==> config.mk <==
export PLATFORM = sky130hd
export DESIGN_NAME = periph_irq_flags
export DESIGN_NICKNAME = d
export VERILOG_FILES = /design/src/irq_flags_pkg.sv /design/src/flag_if.sv /design/src/flag_bank.sv /design/src/periph_irq_flags.sv /design/src/word_mem.sv
export VERILOG_INCLUDE_DIRS = /design/src /design/src/src
export SDC_FILE = /design/constraint.sdc
export NUM_CORES = 1
export LEC_CHECK = 0
export BUFFER_PORTS_ARGS = -buffer_cell sky130_fd_sc_hd__buf_2
export CAP_MARGIN = 20
export CORE_MARGIN = 2
export CORE_UTILIZATION = 55
export CTS_CLUSTER_DIAMETER = 40
export DETAILED_ROUTE_END_ITERATION = 8
export PLACE_DENSITY = 0.79
export SKIP_CTS_REPAIR_TIMING = 1
export SLEW_MARGIN = 0
export SYNTH_ARGS = -nofsm -noshare
export SYNTH_HDL_FRONTEND = slang
export SYNTH_SLANG_ARGS = --single-unit
==> constraint.sdc <==
create_clock -name ref_clk -period 5.95 [get_ports ref_clk]
set_clock_uncertainty 0.2 [all_clocks]
set_input_delay 0.2975 -clock ref_clk [delete_from_list [all_inputs] [get_ports ref_clk]]
set_output_delay 0.2975 -clock ref_clk [all_outputs]
set_load 0.01 [all_outputs]
==> src/irq_flags_map.svh <==
// register offsets, bit positions, reset values and sizes of the interrupt flag block
`ifndef IRQ_FLAGS_MAP_SVH
`define IRQ_FLAGS_MAP_SVH

// ****************************************************************
// register offsets (bank 0, low seven address bits)
// ****************************************************************
`define OFF_FLAGS1      7'h00
`define OFF_FLAGS2      7'h01
`define OFF_STATUS      7'h02
`define OFF_MASK        7'h03
`define OFF_STACK_LEVEL 7'h04
`define OFF_COMMON_BASE 7'h70

// ****************************************************************
// flag positions in the two flag registers
// ****************************************************************
`define BIT_TIMER1_ROLLOVER 0
`define BIT_TIMER2_MATCH    1
`define BIT_SERIAL_EVENT    4
`define BIT_SERIAL_COLLIDE  5
`define BIT_ADC_DONE        6
`define BIT_INPUT_LOW       1
`define BIT_OUT_OVERVOLT    4
`define BIT_OUT_OVERCURRENT 5
`define BIT_OUT_UNDERVOLT   7
`define IMPL_FLAGS1         8'h73
`define IMPL_FLAGS2         8'hb2

// ****************************************************************
// sticky status bits of the block's own events
// ****************************************************************
`define ST_IRQ_ENTRY        0
`define ST_STACK_OVERFLOW   1
`define ST_STACK_UNDERFLOW  2
`define ST_FAULT            3
`define IMPL_STATUS         8'h0f

// ****************************************************************
// reset values and sizes
// ****************************************************************
`define RST_FLAGS           8'h00
`define RST_STATUS          8'h00
`define RST_MASK            8'h00
`define STACK_DEPTH         8
`define COMMON_DEPTH        16

`endif

==> src/irq_flags_pkg.sv <==
// types shared by the interrupt flag block
package irq_flags_pkg;
	typedef logic [7:0]  byte_t;
	typedef logic [8:0]  addr_t;
	typedef logic [12:0] pc_t;
	typedef logic [2:0]  level_t;

	// interrupt sequencing as seen from the core side
	typedef enum logic [2:0] {
		SEQ_IDLE    = 3'b001,
		SEQ_SERVICE = 3'b010,
		SEQ_RESUME  = 3'b100
	} seq_e;
endpackage : irq_flags_pkg

==> src/flag_if.sv <==
// interface between the top and one flag register
`timescale 1ns/1ns
interface flag_if;
	irq_flags_pkg::byte_t setVec;  // hardware set requests, one bit per flag
	logic                 wrEn;    // software write of the whole register
	irq_flags_pkg::byte_t wrData;  // value written by software
	irq_flags_pkg::byte_t flags;   // current flag value, unimplemented bits zero

	modport bank (input setVec, input wrEn, input wrData, output flags);
	modport user (output setVec, output wrEn, output wrData, input flags);
endinterface : flag_if

==> src/flag_bank.sv <==
// one peripheral interrupt flag register with set-wins update
`timescale 1ns/1ns
`include "irq_flags_map.svh"
module flag_bank #(
	parameter irq_flags_pkg::byte_t IMPL = 8'hff // implemented bit positions
) (
	input wire logic ref_clk, // system clock
	input wire logic reset_n, // asynchronous reset, active low
	flag_if.bank     port     // set, write and flag value
);
	import irq_flags_pkg::*;

	byte_t flags_q;
	byte_t flags_d;

	// software value first, then hardware sets on top so an event is never lost
	always_comb
	begin
		flags_d = flags_q;
		if (port.wrEn)
		begin
			flags_d = port.wrData;
		end
		flags_d = (flags_d | port.setVec) & IMPL;
	end

	// every implemented flag starts clear
	always_ff @(posedge ref_clk or negedge reset_n)
	begin
		if (!reset_n)
			flags_q <= `RST_FLAGS;
		else
			flags_q <= flags_d;
	end

	assign port.flags = flags_q;
endmodule : flag_bank

==> src/periph_irq_flags.sv <==
// peripheral interrupt flags, request gating, return stack and common memory
//
// The address-and-strobe port and the placing of the registers were chosen for this implementation.
`timescale 1ns/1ns
`include "irq_flags_map.svh"
module periph_irq_flags (
	input  wire logic                 ref_clk,           // system clock, 20 MHz
	input  wire logic                 reset_n,           // asynchronous reset, active low
	input  wire irq_flags_pkg::addr_t busAddr,           // bank in [8:7], offset in [6:0]
	input  wire irq_flags_pkg::byte_t busWrData,         // write data
	input  wire logic                 busWr,             // write strobe
	input  wire logic                 busRd,             // read strobe
	output irq_flags_pkg::byte_t      busRdData,         // read data, cycle after busRd
	input  wire logic                 adcDone,           // conversion complete pulse
	input  wire logic                 serialEvent,       // serial port event pulse
	input  wire logic                 serialCollision,   // serial bus collision pulse
	input  wire logic                 timer2Match,       // timer 2 equals period pulse
	input  wire logic                 timer1Rollover,    // timer 1 roll-over pulse
	input  wire logic                 outUndervolt,      // output undervoltage error pulse
	input  wire logic                 outOvercurrent,    // output overcurrent error pulse
	input  wire logic                 outOvervolt,       // output overvoltage error pulse
	input  wire logic                 inputLow,          // input supply low, level
	input  wire irq_flags_pkg::byte_t periphEnable1,     // enable bits for flags-1
	input  wire irq_flags_pkg::byte_t periphEnable2,     // enable bits for flags-2
	input  wire logic                 globalIrqGate,     // global interrupt gate
	input  wire logic                 peripheralIrqGate, // peripheral interrupt gate
	input  wire logic                 irqTake,           // core takes the interrupt, pulse
	input  wire irq_flags_pkg::pc_t   returnPc,          // return address beside irqTake
	input  wire logic                 irqReturn,         // core leaves the service routine
	output logic                      coreIrqReq,        // interrupt request to the core
	output irq_flags_pkg::pc_t        resumePc,          // popped return address
	output logic                      resumeValid,       // resumePc valid, one cycle
	output logic                      intOut             // block interrupt, level
);
	import irq_flags_pkg::*;

	// ****************************************************************
	// address decode
	// ****************************************************************

	// true for the shared top 16 bytes of any bank
	function automatic logic inCommon(input addr_t a);
		inCommon = (a[6:4] == 3'(`OFF_COMMON_BASE >> 4));
	endfunction : inCommon

	// true for a block register, which lives in bank 0 only
	function automatic logic isReg(input addr_t a, input logic [6:0] off);
		isReg = (a[8:7] == 2'h0) && (a[6:0] == off);
	endfunction : isReg

	// ****************************************************************
	// flag registers
	// ****************************************************************
	flag_if flags1If ();
	flag_if flags2If ();

	// hardware sets, independent of any enable or gate
	assign flags1If.setVec = {
		1'b0,
		adcDone,
		serialCollision,
		serialEvent,
		2'b00,
		timer2Match,
		timer1Rollover
	};
	assign flags2If.setVec = {
		outUndervolt,
		1'b0,
		outOvercurrent,
		outOvervolt,
		2'b00,
		inputLow,
		1'b0
	};

	// software writes, stored as written apart from the fixed zero bits and any flag set in the same cycle
	assign flags1If.wrEn   = busWr && isReg(busAddr, `OFF_FLAGS1);
	assign flags1If.wrData = busWrData;
	assign flags2If.wrEn   = busWr && isReg(busAddr, `OFF_FLAGS2);
	assign flags2If.wrData = busWrData;

	flag_bank #(.IMPL(`IMPL_FLAGS1)) flags1Bank (
		.ref_clk (ref_clk),
		.reset_n (reset_n),
		.port    (flags1If.bank)
	);

	flag_bank #(.IMPL(`IMPL_FLAGS2)) flags2Bank (
		.ref_clk (ref_clk),
		.reset_n (reset_n),
		.port    (flags2If.bank)
	);

	// ****************************************************************
	// request gating
	// ****************************************************************
	logic pending;
	seq_e seq_q;
	seq_e seq_d;

	// a source counts only with its own enable and the peripheral gate
	assign pending = peripheralIrqGate &&
		(|(flags1If.flags & periphEnable1) || |(flags2If.flags & periphEnable2));

	// no request while a routine is running, the core keeps one level
	always_ff @(posedge ref_clk or negedge reset_n)
	begin
		if (!reset_n)
			coreIrqReq <= 1'b0;
		else
			coreIrqReq <= pending && globalIrqGate && (seq_d == SEQ_IDLE);
	end

	// ****************************************************************
	// interrupt sequencing
	// ****************************************************************
	logic push;
	logic pop;

	// a take is honoured only from idle, a return only from service
	assign push = irqTake && (seq_q == SEQ_IDLE);
	assign pop  = irqReturn && (seq_q == SEQ_SERVICE) && !irqTake;

	always_comb
	begin
		seq_d = seq_q;
		unique case (seq_q)
			SEQ_IDLE:
			begin
				if (push)
					seq_d = SEQ_SERVICE;
			end
			SEQ_SERVICE:
			begin
				if (pop)
					seq_d = SEQ_RESUME;
			end
			SEQ_RESUME:
			begin
				seq_d = SEQ_IDLE;
			end
			default:
			begin
				seq_d = SEQ_IDLE;
			end
		endcase
	end

	always_ff @(posedge ref_clk or negedge reset_n)
	begin
		if (!reset_n)
			seq_q <= SEQ_IDLE;
		else
			seq_q <= seq_d;
	end

	// ****************************************************************
	// return address stack
	// ****************************************************************
	level_t     sp_q;
	logic [3:0] depth_q;
	level_t     popAddr;

	// only the program counter is saved, working and status stay with software
	assign popAddr = sp_q - 3'h1;

	word_mem #(.WIDTH(13), .DEPTH(`STACK_DEPTH), .AW(3)) returnStack (
		.ref_clk (ref_clk),
		.reset_n (reset_n),
		.wrEn    (push),
		.wrAddr  (sp_q),
		.wrData  (returnPc),
		.rdAddr  (popAddr),
		.rdData  (resumePc)
	);

	// pointer wraps like a circular stack, the depth count finds overflow
	always_ff @(posedge ref_clk or negedge reset_n)
	begin
		if (!reset_n)
		begin
			sp_q    <= 3'h0;
			depth_q <= 4'h0;
		end
		else if (push)
		begin
			sp_q <= sp_q + 3'h1;
			if (depth_q != 4'(`STACK_DEPTH))
				depth_q <= depth_q + 4'h1;
		end
		else if (pop)
		begin
			sp_q <= popAddr;
			if (depth_q != 4'h0)
				depth_q <= depth_q - 4'h1;
		end
	end

	// resume address comes out of the stack one cycle after the return
	always_ff @(posedge ref_clk or negedge reset_n)
	begin
		if (!reset_n)
			resumeValid <= 1'b0;
		else
			resumeValid <= pop;
	end

	// ****************************************************************
	// shared memory window
	// ****************************************************************
	byte_t commonRd;

	// bank bits are ignored here so no bank switch is needed
	word_mem #(.WIDTH(8), .DEPTH(`COMMON_DEPTH), .AW(4)) commonMem (
		.ref_clk (ref_clk),
		.reset_n (reset_n),
		.wrEn    (busWr && inCommon(busAddr)),
		.wrAddr  (busAddr[3:0]),
		.wrData  (busWrData),
		.rdAddr  (busAddr[3:0]),
		.rdData  (commonRd)
	);

	// ****************************************************************
	// block status and interrupt
	// ****************************************************************
	byte_t status_q;
	byte_t mask_q;
	byte_t statusSet;
	logic  faultSet;

	assign faultSet = outUndervolt || outOvercurrent || outOvervolt;

	always_comb
	begin
		statusSet                      = 8'h00;
		statusSet[`ST_IRQ_ENTRY]       = push;
		statusSet[`ST_STACK_OVERFLOW]  = push && (depth_q == 4'(`STACK_DEPTH));
		statusSet[`ST_STACK_UNDERFLOW] = pop && (depth_q == 4'h0);
		statusSet[`ST_FAULT]           = faultSet;
	end

	// write one to clear, a new event in the same cycle wins
	always_ff @(posedge ref_clk or negedge reset_n)
	begin
		if (!reset_n)
			status_q <= `RST_STATUS;
		else if (busWr && isReg(busAddr, `OFF_STATUS))
			status_q <= ((status_q & ~busWrData) | statusSet) & `IMPL_STATUS;
		else
			status_q <= (status_q | statusSet) & `IMPL_STATUS;
	end

	always_ff @(posedge ref_clk or negedge reset_n)
	begin
		if (!reset_n)
			mask_q <= `RST_MASK;
		else if (busWr && isReg(busAddr, `OFF_MASK))
			mask_q <= busWrData & `IMPL_STATUS;
	end

	// output lags the status by one cycle so it leaves a flop
	always_ff @(posedge ref_clk or negedge reset_n)
	begin
		if (!reset_n)
			intOut <= 1'b0;
		else
			intOut <= |(status_q & mask_q);
	end

	// ****************************************************************
	// read path
	// ****************************************************************
	byte_t regRd_q;
	logic  selCommon_q;

	// register value captured at the strobe, unmapped addresses read zero
	always_ff @(posedge ref_clk or negedge reset_n)
	begin
		if (!reset_n)
		begin
			regRd_q     <= 8'h00;
			selCommon_q <= 1'b0;
		end
		else
		begin
			selCommon_q <= busRd && inCommon(busAddr);
			regRd_q     <= 8'h00;
			if (busRd)
			begin
				if (isReg(busAddr, `OFF_FLAGS1))
					regRd_q <= flags1If.flags;
				else if (isReg(busAddr, `OFF_FLAGS2))
					regRd_q <= flags2If.flags;
				else if (isReg(busAddr, `OFF_STATUS))
					regRd_q <= status_q;
				else if (isReg(busAddr, `OFF_MASK))
					regRd_q <= mask_q;
				else if (isReg(busAddr, `OFF_STACK_LEVEL))
					regRd_q <= {4'h0, depth_q};
			end
		end
	end

	// the shared memory already registers its own data, so only a select follows
	assign busRdData = selCommon_q ? commonRd : regRd_q;
endmodule : periph_irq_flags

==> src/word_mem.sv <==
// small single-port-write memory with registered read data
`timescale 1ns/1ns
module word_mem #(
	parameter int WIDTH = 8,  // word width
	parameter int DEPTH = 16, // number of words
	parameter int AW    = 4   // address width
) (
	input  wire logic             ref_clk, // system clock
	input  wire logic             reset_n, // asynchronous reset, active low
	input  wire logic             wrEn,    // write strobe
	input  wire logic [AW-1:0]    wrAddr,  // write address
	input  wire logic [WIDTH-1:0] wrData,  // write data
	input  wire logic [AW-1:0]    rdAddr,  // read address, sampled every cycle
	output logic      [WIDTH-1:0] rdData   // read data of the previous cycle
);
	logic [WIDTH-1:0] mem [DEPTH];

	// storage has no reset, software must write before it reads
	always_ff @(posedge ref_clk)
	begin
		if (wrEn)
			mem[wrAddr] <= wrData;
	end

	// read data held in a register
	always_ff @(posedge ref_clk or negedge reset_n)
	begin
		if (!reset_n)
			rdData <= '0;
		else
			rdData <= mem[rdAddr];
	end
endmodule : word_mem
==> summary.txt, run 1 <==
Yosys
  – Post-Syn Area: 11500 sq um
  – #FFs+latches synth: 292
  – Simple-gate share of the synthesized area: 5.12%
  – Post-synth ARST share: 20.5%
  – Mapped Nets: 673
  – Commonest cells in the netlist: edfxtp_1, dfrtp_1, mux4_2, nand2_1, nor2_1
  – Synthesis Warnings: 0
  – Largest cells by area after synthesis: edfxtp_1, dfrtp_1, mux4_2, mux2_2, a22oi_1
  – Leading area contributor after synthesis: edfxtp_1
  – Top_reg_cell synth: edfxtp_1
  – Post-Synth XOR/XNOR Area: 0.524%
  – Cell variety after synth: 52
  – Sequential cell area fraction in the yosys report: 73.8%
  – Post-synth EDFFs: 232
  – Synth top area share: 60.7%
  – Mapped Avg Cell Area: 19.0 sq um
  – Adder-Cell Fraction of Synth Area: 0.611%
  – Compound-Gate Fraction of Synth Area: 3.70%
  – Most frequent cell after synthesis: edfxtp_1
  – Largest family of logic cells by synthesized area: multiplexers
  – Mux cell area share after synthesis: 14.5%
  – Synth Instances: 605

Global routing
  – Antenna violations before repair: 0
  – Gr ovfl total: 0
  – Total GRT Usage: 21.7%
  – Largest net degree at the start of global routing: 61
  – First-pass GRT wire length: 35.5 mm
  – Vias in the first global route: 6356

Job
  – Max Cap Violations: 0

Worst setup path
  – Crit. End Element: register
  – FF-to-FF setup slack: 2.68 ns
  – Worst-path maximum fanout: 30
  – Crit path launch type: register
  – Worst reg2reg path endpoint: returnStack.rdData[8]
  – Crit path DAT: 3.46 ns
  – FF-to-FF path depth: 5
  – Critical Path RT: 6.13 ns
  – Crit Path Category: register to register
  – R2r startpoint: sp_q[0]

Placed design
  – Final HPWL DP: 14.0 mm
  – Number of port buffers: 79
  – GP Congestion: 0.847
  – DP Worst Slack: 2.64 ns

Timing
  – Final hold vios: 5
  – Tcrit/Tclk final: 55.0%
  – Max Slew Vio Count: 0
  – RSZ-0062 raised after global routing: no
  – Worst Tran Pin Value: 1.15 ns
  – Maximum clock rate: 305 MHz
  – Worst setup margin: 2.68 ns
  – Slew headroom: 23.1%
  – Setup TNS Final: 0 ns
  – Setup violators final: 0
  – Hold WS: -0.0128 ns
  – Final min period: 3.27 ns

Die
  – Num ports: 87
  – Die Area: 22000 sq um
  – Die height: 148 um
  – Die span in x: 148 um
  – Placeable Area: 20400 sq um
  – Initial Util: 56.3%
  – Site Rows: 52

Detailed routing
  – Wirelength per Cell: 23.4 um
  – Initial DRC count: 497
  – WL final: 24.2 mm
  – Post-route ant nets: 0
  – Number of detailed-route iterations in the first pass: 5
  – Vias per std cell: 6.02
  – Vias: 6204
  – Post-route DRC: 0

Outcome
  – Status: finished, violations left
  – Failing checks: hold timing

Min path
  – WHS Endpoint: seq_q[0]
  – HP Start: irqTake
  – Worst Hold Class: primary input to register
  – Worst Hold Path Cells: 3

Power and ir drop
  – Max VDD drop: 0.000302 V
  – Lkg Pwr: 4.90 nW
  – P per Cell Area: 421 nW/um^2

Final layout
  – Fin util: 67.0%
  – Layout cell share with drive strength beyond 1: 31.3%
  – Synth-to-layout area growth: 19.0%
  – Antenna cells: 0
  – Fin nets: 802

Clock network
  – Worst skew pair latency: 0.52 ns
  – Cts bufs inserted: 34
  – Clock transition at the registers of the reported paths: 0.06 ns
  – Sink Count: 292
  – H-tree levels: 2
  – CTS tree: built
  – Root Driver: clkbuf_16
  – Longest Clk Path Bufs: 3
## routing by layer
layer	vias up	track usage (%)	part of all wire, %
met5	-	0	0
met4	0	8.38	3.3
met3	62	4.02	6.3
met2	258	36.4	51
met1	3207	28.7	40
li1	2677	-	-
## layout by cell type (no fill, tap or decap), types with 3 or more instances in the layout
master	n
dlygate4sd3_1	31
buf_4	10
dfrtp_1	58
edfxtp_1	232
bufinv_16	4
nand2b_1	7
nand3_1	7
a211oi_1	5
nor2_1	33
buf_2	79
mux2i_1	4
inv_6	4
inv_1	6
a21oi_1	11
clkbuf_16	35
clkbuf_1	6
a22o_1	3
a31oi_1	10
mux2_2	24
clkbuf_8	5
clkinv_2	3
ha_1	4
nand3b_1	3
a22oi_1	21
mux2_1	4
nand2_1	41
mux4_2	58
nor2b_1	5
## state kept, by name (all words and copies together), names as in the netlist, 4 cells and up
| register | flops |
|---|---|
| commonMem.mem | 128 |
| returnStack.mem | 104 |
| returnStack.rdData | 13 |
| commonMem.rdData | 8 |
| regRd_q | 8 |
| flags1Bank.port.flags | 5 |
| depth_q | 4 |
| flags2Bank.port.flags | 4 |
| mask_q | 4 |
| status_q | 4 |
## final cells by class
type | count | area (sq um)
clock buffer | 46 | 967
clock inverter | 16 | 223
fill | 1254 | 6720
inverter | 7 | 31.3
multi-input combinational | 278 | 2820
sequential | 292 | 8470
tap | 270 | 338
timing repair buffer | 121 | 796
## per-stage QoR
step / total power, mW / area (sq um) / cells
CTS: 5.75 / 13300 / 999
finish: 5.74 / 13600 / 1030
floorplan: 3.28 / 11500 / 605
detailed placement: 3.60 / 12100 / 937
global route: 5.94 / 13600 / 1030
global placement: 3.52 / 12100 / 936
## critical path, stage by stage (launching register included)
cell and delay, ns:
dfrtp_2 1.01, inv_1 0.21, ha_1 0.88, buf_8 0.25, mux4_2 0.31, mux2_2 0.28
## how the worst max path moves through the flow
stage | start | to | slack, ns | depth (start not counted)
3_3_place_gp | sp_q[0] | returnStack.rdData[12] | 2.61 | 4
5_1_grt | sp_q[0] | returnStack.rdData[9] | 2.44 | 5
2_1_floorplan | seq_q[0] | returnStack.mem[1][0] | 3.45 | 4
3_5_place_dp | sp_q[0] | returnStack.rdData[8] | 2.64 | 5
4_1_cts | sp_q[0] | returnStack.rdData[9] | 2.61 | 5
6_report | sp_q[0] | returnStack.rdData[8] | 2.68 | 5
## report_power, final
| group | total [mW] | switching (mW) | internal, mW |
|---|---|---|---|
| clock network | 2.15 | 0.816 | 1.33 |
| registers | 2.54 | 0.156 | 2.39 |
| logic | 1.05 | 0.499 | 0.551 |
| total | 5.74 | 1.47 | 4.27 |
## logic make-up (layout without fill, tap and decap cells)
kind of cell	Yosys count	count (layout)
simple gates	117	117
mux	90	90
fa+ha+maj	5	5
compound gates	60	60
xor+xnor	6	6
flops	292	292
buf+inv	35	190
No activity file was read; power rests on OpenSTA's default activity.
==> run 2: changes to the inputs <==
--- a/config.mk
+++ b/config.mk
@@ -9,10 +9,10 @@
 export BUFFER_PORTS_ARGS = -buffer_cell sky130_fd_sc_hd__buf_2
 export CAP_MARGIN = 20
 export CORE_MARGIN = 2
-export CORE_UTILIZATION = 55
+export CORE_UTILIZATION = 54
 export CTS_CLUSTER_DIAMETER = 40
 export DETAILED_ROUTE_END_ITERATION = 8
-export PLACE_DENSITY = 0.79
+export PLACE_DENSITY = 0.81
 export SKIP_CTS_REPAIR_TIMING = 1
 export SLEW_MARGIN = 0
 export SYNTH_ARGS = -nofsm -noshare
==> constraint.sdc (replaced) <==
create_clock -name ref_clk -period 2.91 [get_ports ref_clk]
set_clock_uncertainty 0.2 [all_clocks]
set_input_delay 0.1455 -clock ref_clk [delete_from_list [all_inputs] [get_ports ref_clk]]
set_output_delay 0.1455 -clock ref_clk [all_outputs]
set_load 0.01 [all_outputs]
==> summary.txt, run 2 (synthesized netlist as in run 1, its figures left out) <==
Worst setup path
  – Worst reg2reg path endpoint: coreIrqReq (was returnStack.rdData[8])
  – R2r startpoint: seq_q[0] (was sp_q[0])
  – Crit Path Category: primary input to register (was register to register)
  – Crit path DAT: 2.88 ns (was 3.46 ns)
  – Worst-path maximum fanout: 14 (was 30)
  – Crit. End Element: register (unchanged)
  – Worst path depth: 8 (was 5)
  – Peak per-stage delay on the critical path: 0.60 ns (was 1.01 ns)
  – Slowest-stage cell, CP: dlygate4sd3_1 (was dfrtp_2)
  – Buf/Inv on CP: 4 (was 2)
  – Crit path launch type: primary input (was register)
  – FF-to-FF path depth: 6 (was 5)
  – Crit path top cell by count: dlygate4sd3_1
  – Critical Path RT: 3.20 ns (was 6.13 ns)
  – FF-to-FF setup slack: 0.43 ns (was 2.68 ns)
  – Critical path's top delay family: buffers and inverters (was flip-flops)
  – Worst-path cell chain: dlygate4sd3_1, buf_2, nor4_4, and4b_4, a31oi_1, dlygate4sd3_1, nand2_1, dlygate4sd3_1 (was inv_1, ha_1, buf_8, mux4_2, mux2_2)

Final layout
  – Layout cell share with drive strength beyond 1: 31.2% (was 31.3%)
  – Largest regs: commonMem.mem x128, returnStack.mem x104, returnStack.rdData x13 (unchanged)
  – Max reg flops: 128 (unchanged)
  – Post-Layout Cell Count: 1083 (was 1030)
  – Fin nets: 853 (was 802)
  – Antenna cells: 0 (unchanged)
  – Largest Register: commonMem.mem (unchanged)
  – Synth-to-layout area growth: 21.8% (was 19.0%)
  – Most frequent cells in the layout: edfxtp_1, buf_2, dlygate4sd3_1, mux4_2, dfrtp_1 (was edfxtp_1, buf_2, mux4_2, dfrtp_1, nand2_1)
  – Commonest non-fill, non-tap cell in the layout: edfxtp_1 (unchanged)

Clock network
  – Worst skew pair latency: 0.55 ns (was 0.52 ns)
  – Root Driver: clkbuf_16 (unchanged)
  – Clock transition at the registers of the reported paths: 0.06 ns (about the same)
  – Sink Count: 292 (unchanged)
  – Longest Clk Path Bufs: 3 (unchanged)
  – Cts bufs inserted: 30 (was 34)
  – CTS tree: built (unchanged)
  – H-tree levels: 1 (was 2)

Timing
  – RSZ-0062 raised after global routing: no (unchanged)
  – Setup TNS Final: 0 ns (unchanged)
  – Final hold vios: 2 (was 5)
  – Max Slew Vio Count: 0 (unchanged)
  – Worst Tran Pin Value: 0.807 ns (was 1.15 ns)
  – Worst setup margin: 0.315 ns (was 2.68 ns)
  – Maximum clock rate: 385 MHz
  – Final min period: 2.60 ns
  – Slew headroom: 46.2% (was 23.1%)
  – Hold WS: -0.0223 ns (was -0.0128 ns)
  – Setup violators final: 0 (unchanged)
  – Tcrit/Tclk final: 89.2%

Detailed routing
  – Post-route ant nets: 0 (unchanged)
  – Vias: 6359 (was 6204)
  – Vias per std cell: 5.87 (was 6.02)
  – Initial DRC count: 579 (was 497)
  – Post-route DRC: 0 (unchanged)
  – Wirelength per Cell: 22.7 um (was 23.4 um)
  – WL final: 24.5 mm (was 24.2 mm)
  – Number of detailed-route iterations in the first pass: 5 (unchanged)

Die
  – Num ports: 87 (unchanged)
  – Initial Util: 54.7% (was 56.3%)
  – Die Area: 22400 sq um (was 22000 sq um)
  – Site Rows: 53 (was 52)
  – Die span in x: 150 um (was 148 um)
  – Die height: 150 um (was 148 um)
  – Placeable Area: 21000 sq um (was 20400 sq um)

Power and ir drop
  – Seq pwr share: 45.3% (was 44.3%)
  – P per Cell Area: 802 nW/um^2 (was 421 nW/um^2)
  – Logic pwr share: 20.2% (was 18.3%)
  – P_int: 8.38 mW (was 4.27 mW)
  – Max VDD drop: 0.000797 V (was 0.000302 V)
  – Switching part of the total: 25.3% (was 25.6%)
  – Clock power frac: 34.5% (was 37.4%)
  – Lkg Pwr: 5.06 nW (was 4.90 nW)
  – Switching power: 2.84 mW (was 1.47 mW)

Outcome
  – Failing checks: hold timing (unchanged)
  – Status: finished, violations left (unchanged)

Min path
  – Worst Hold Class: primary input to register (unchanged)
  – HP Start: busAddr[2] (was irqTake)
  – WHS Endpoint: regRd_q[1] (was seq_q[0])
  – Worst Hold Path Cells: 4 (was 3)

Global routing
  – Total GRT Usage: 21.4% (was 21.7%)
  – Vias in the first global route: 6311 (was 6356)
  – Largest net degree at the start of global routing: 37 (was 61)
  – First-pass GRT wire length: 35.8 mm (was 35.5 mm)
  – Antenna violations before repair: 0 (unchanged)
  – Gr ovfl total: 0 (unchanged)

Job
  – Max Cap Violations: 0 (unchanged)

Placed design
  – Cells after DPL: 966 (was 937)
  – Number of port buffers: 79 (unchanged)
  – DP Worst Slack: 0.631 ns (was 2.64 ns)
  – Final HPWL DP: 14.6 mm (was 14.0 mm)
  – GP Congestion: 0.885 (was 0.847)
==> run 2: how the worst max path moves through the flow <==
stage	from	endpoint	slack [ns]
floorplan	seq_q[0]	returnStack.mem[1][0]	0.41
global placement	seq_q[0]	depth_q[3]	0.68
detailed placement	sp_q[1]	returnStack.rdData[1]	0.63
CTS	sp_q[1]	returnStack.rdData[8]	0.57
global route	busAddr[7]	flags1Bank.port.flags[0]	0.23
finish	busAddr[7]	flags1Bank.port.flags[0]	0.31
==> run 2: final cells by class <==
| class | count | area [sq um] |
|---|---|---|
| clock buffers | 35 | 769 |
| clock inverters | 20 | 243 |
| fillers | 1311 | 6980 |
| inverters | 7 | 31.3 |
| multi-input cells | 278 | 2810 |
| flip-flops and latches | 292 | 8470 |
| well taps | 275 | 344 |
| repair buffers | 176 | 1300 |
==> run 2: per-layer routing <==
metal / global-route usage, % / routed length [um]
met5: 0 / 0
met4: 6.51 / 675
met3: 3.45 / 1580
met2: 36.0 / 12700
met1: 29.3 / 9640
==> run 2: power groups by stage <==
stage	clock network (mW)	registers (mW)	logic (mW)
2_1_floorplan	0	5.13	1.58
3_3_place_gp	0	5.13	2.11
3_5_place_dp	0	5.16	2.22
4_1_cts	3.92	5.08	2.24
5_1_grt	4.09	5.11	2.45
6_report	3.87	5.08	2.26
==> run 2: worst min-delay path, delay by kind of cell <==
kind,cells,cell delay (ns)
AO/OA/AOI/OAI,1,0.07
buffers and inverters,1,0.27
AND/OR/NAND/NOR,2,0.19
==> run 2: per-stage QoR <==
step	power [mW]	utilization, %	hold WS, ns	area (sq um)
floorplan	6.71	-	-0.350	11500
global placement	7.25	58.9	0.0582	12300
detailed placement	7.37	58.9	0.0727	12300
CTS	11.2	63.7	-0.511	13400
global route	11.7	66.7	0.00770	14000
finish	11.2	66.7	-0.0223	14000
==> run 3: changes to the inputs <==
--- a/config.mk
+++ b/config.mk
@@ -12,6 +12,7 @@
 export CORE_UTILIZATION = 54
 export CTS_CLUSTER_DIAMETER = 40
 export DETAILED_ROUTE_END_ITERATION = 8
+export MAX_ROUTING_LAYER = met4
 export PLACE_DENSITY = 0.81
 export SKIP_CTS_REPAIR_TIMING = 1
 export SLEW_MARGIN = 0
==> summary.txt, run 3 (synthesized netlist as in run 1, its figures left out) <==
Global routing
  – Antenna violations before repair: 0 (unchanged)
  – First-pass GRT wire length: 35.8 mm (about the same)
  – Largest net degree at the start of global routing: 37 (unchanged)
  – Total GRT Usage: 22.1% (was 21.4%)
  – Gr ovfl total: 0 (unchanged)
  – Vias in the first global route: 6306 (was 6311)

Detailed routing
  – Initial DRC count: 583 (was 579)
  – Post-route ant nets: 0 (unchanged)
  – Vias per std cell: 5.86 (was 5.87)
  – WL met2: 12.6 mm (was 12.7 mm)
  – Number of detailed-route iterations in the first pass: 5 (unchanged)
  – Post-Route M1 WL: 9.73 mm (was 9.64 mm)
  – WL final: 24.6 mm (was 24.5 mm)
  – Post-route DRC: 0 (unchanged)
  – Top Metal Used: met4 (unchanged)
  – Vias: 6350 (was 6359)
  – Wirelength per Cell: 22.7 um (about the same)
  – Met3 WL: 1.58 mm (about the same)

Die
  – Num ports: 87 (unchanged)
  – Die span in x: 150 um (unchanged)
  – Die Area: 22400 sq um (unchanged)
  – Initial Util: 54.7% (unchanged)
  – Site Rows: 53 (unchanged)
  – Placeable Area: 21000 sq um (unchanged)
  – Die height: 150 um (unchanged)

Worst setup path
  – Crit path DAT: 2.88 ns (about the same)
  – R2r startpoint: seq_q[0] (unchanged)
  – Crit Path Category: primary input to register (unchanged)
  – Crit. End Element: register (unchanged)
  – Crit path launch type: primary input (unchanged)
  – Worst-path maximum fanout: 14 (unchanged)
  – Worst reg2reg path endpoint: coreIrqReq (unchanged)
  – FF-to-FF setup slack: 0.42 ns (was 0.43 ns)
  – Critical Path RT: 3.20 ns (about the same)
  – FF-to-FF path depth: 6 (unchanged)

Placed design
  – Number of port buffers: 79 (unchanged)
  – GP Congestion: 0.900 (was 0.885)
  – Final HPWL DP: 14.6 mm (unchanged)
  – DP Worst Slack: 0.631 ns (unchanged)

Clock network
  – H-tree levels: 1 (unchanged)
  – Clock transition at the registers of the reported paths: 0.06 ns (about the same)
  – CTS tree: built (unchanged)
  – Worst skew pair latency: 0.55 ns (about the same)
  – Longest Clk Path Bufs: 3 (unchanged)
  – Root Driver: clkbuf_16 (unchanged)
  – Cts bufs inserted: 30 (unchanged)
  – Sink Count: 292 (unchanged)

Power and ir drop
  – Switching part of the total: 25.3% (about the same)
  – Lkg Pwr: 5.06 nW (unchanged)
  – Max VDD drop: 0.000794 V (was 0.000797 V)
  – P per Cell Area: 803 nW/um^2 (was 802 nW/um^2)
  – Seq pwr share: 45.3% (about the same)
  – Logic pwr share: 20.2% (about the same)
  – Switching power: 2.84 mW (about the same)
  – Clock power frac: 34.5% (about the same)
  – P_int: 8.38 mW (about the same)

Final layout
  – Layout cell share with drive strength beyond 1: 31.2% (unchanged)
  – Fin nets: 853 (unchanged)
  – Max reg flops: 128 (unchanged)
  – Antenna cells: 0 (unchanged)
  – Filler instances: 1311 (unchanged)
  – Register Area: 8470 sq um (unchanged)
  – Largest regs: commonMem.mem x128, returnStack.mem x104, returnStack.rdData x13 (unchanged)
  – Most frequent cells in the layout: edfxtp_1, buf_2, dlygate4sd3_1, mux4_2, dfrtp_1 (unchanged)
  – Footprint of the multi-input gates: 2810 sq um (unchanged)
  – Largest Register: commonMem.mem (unchanged)
  – Synth-to-layout area growth: 21.8% (unchanged)
  – Commonest non-fill, non-tap cell in the layout: edfxtp_1 (unchanged)

Timing
  – Setup TNS Final: 0 ns (unchanged)
  – Final hold vios: 2 (unchanged)
  – Final min period: 2.60 ns (about the same)
  – Maximum clock rate: 385 MHz (about the same)
  – RSZ-0062 raised after global routing: no (unchanged)
  – Hold WS: -0.00749 ns (was -0.0223 ns)
  – Setup violators final: 0 (unchanged)
  – Max Slew Vio Count: 0 (unchanged)
  – Slew headroom: 46.6% (was 46.2%)
  – Worst Tran Pin Value: 0.801 ns (was 0.807 ns)
  – Worst setup margin: 0.315 ns (about the same)
  – Tcrit/Tclk final: 89.2% (about the same)

Outcome
  – Failing checks: hold timing (unchanged)
  – Status: finished, violations left (unchanged)

Min path
  – Worst Hold Class: primary input to register (unchanged)
  – HP Start: busWr (was busAddr[2])
  – Worst Hold Path Cells: 4 (unchanged)
  – WHS Endpoint: status_q[0] (was regRd_q[1])

Job
  – Max Cap Violations: 0 (unchanged)
[run 3: layout make-up]
class	instances	area share, %
Timing Repair Buffer	176	9.33
Sequential cell	292	60.6
Clock inverter	20	1.74
Clock buffer	35	5.51
Multi-Input combinational cell	278	20.1
Inverter	7	0.224
Tap cell	275	2.46
[run 3: power by group through the flow]
stage / Clock, mW / Sequential, mW / Combinational [mW]
floorplan: 0 / 5.13 / 1.58
global placement: 0 / 5.13 / 2.11
detailed placement: 0 / 5.16 / 2.22
CTS: 3.92 / 5.08 / 2.24
global route: 4.09 / 5.11 / 2.45
finish: 3.87 / 5.09 / 2.27
[run 3: metrics by stage]
stage	power, mW	instances	area [sq um]	util, %	hold slack (ns)
floorplan	6.71	605	11500	-	-0.350
global placement	7.25	966	12300	58.9	0.0582
detailed placement	7.37	966	12300	58.9	0.0727
CTS	11.2	1021	13400	63.7	-0.511
global route	11.7	1083	14000	66.7	0.00770
finish	11.2	1083	14000	66.7	-0.00749
[run 3: worst max path at each step]
stage	startpoint	endpoint	slack, ns	cells past startpoint
2_1_floorplan	seq_q[0]	returnStack.mem[1][0]	0.41	4
3_3_place_gp	seq_q[0]	depth_q[3]	0.68	7
3_5_place_dp	sp_q[1]	returnStack.rdData[1]	0.63	5
4_1_cts	sp_q[1]	returnStack.rdData[8]	0.57	5
5_1_grt	busAddr[7]	flags1Bank.port.flags[0]	0.23	8
6_report	busAddr[7]	flags1Bank.port.flags[0]	0.31	8
[run 3: per-layer routing]
metal	GRT usage [%]	up-vias
li1	-	2771
met1	29.3	3241
met2	36.0	282
met3	3.38	56
met4	6.51	0
met5	-	-
[run 3: worst max-delay path, stage by stage]
cell and delay, ns:
dlygate4sd3_1 0.54, buf_2 0.15, nor4_4 0.31, and4b_4 0.40
a31oi_1 0.12, dlygate4sd3_1 0.60, nand2_1 0.07, dlygate4sd3_1 0.55
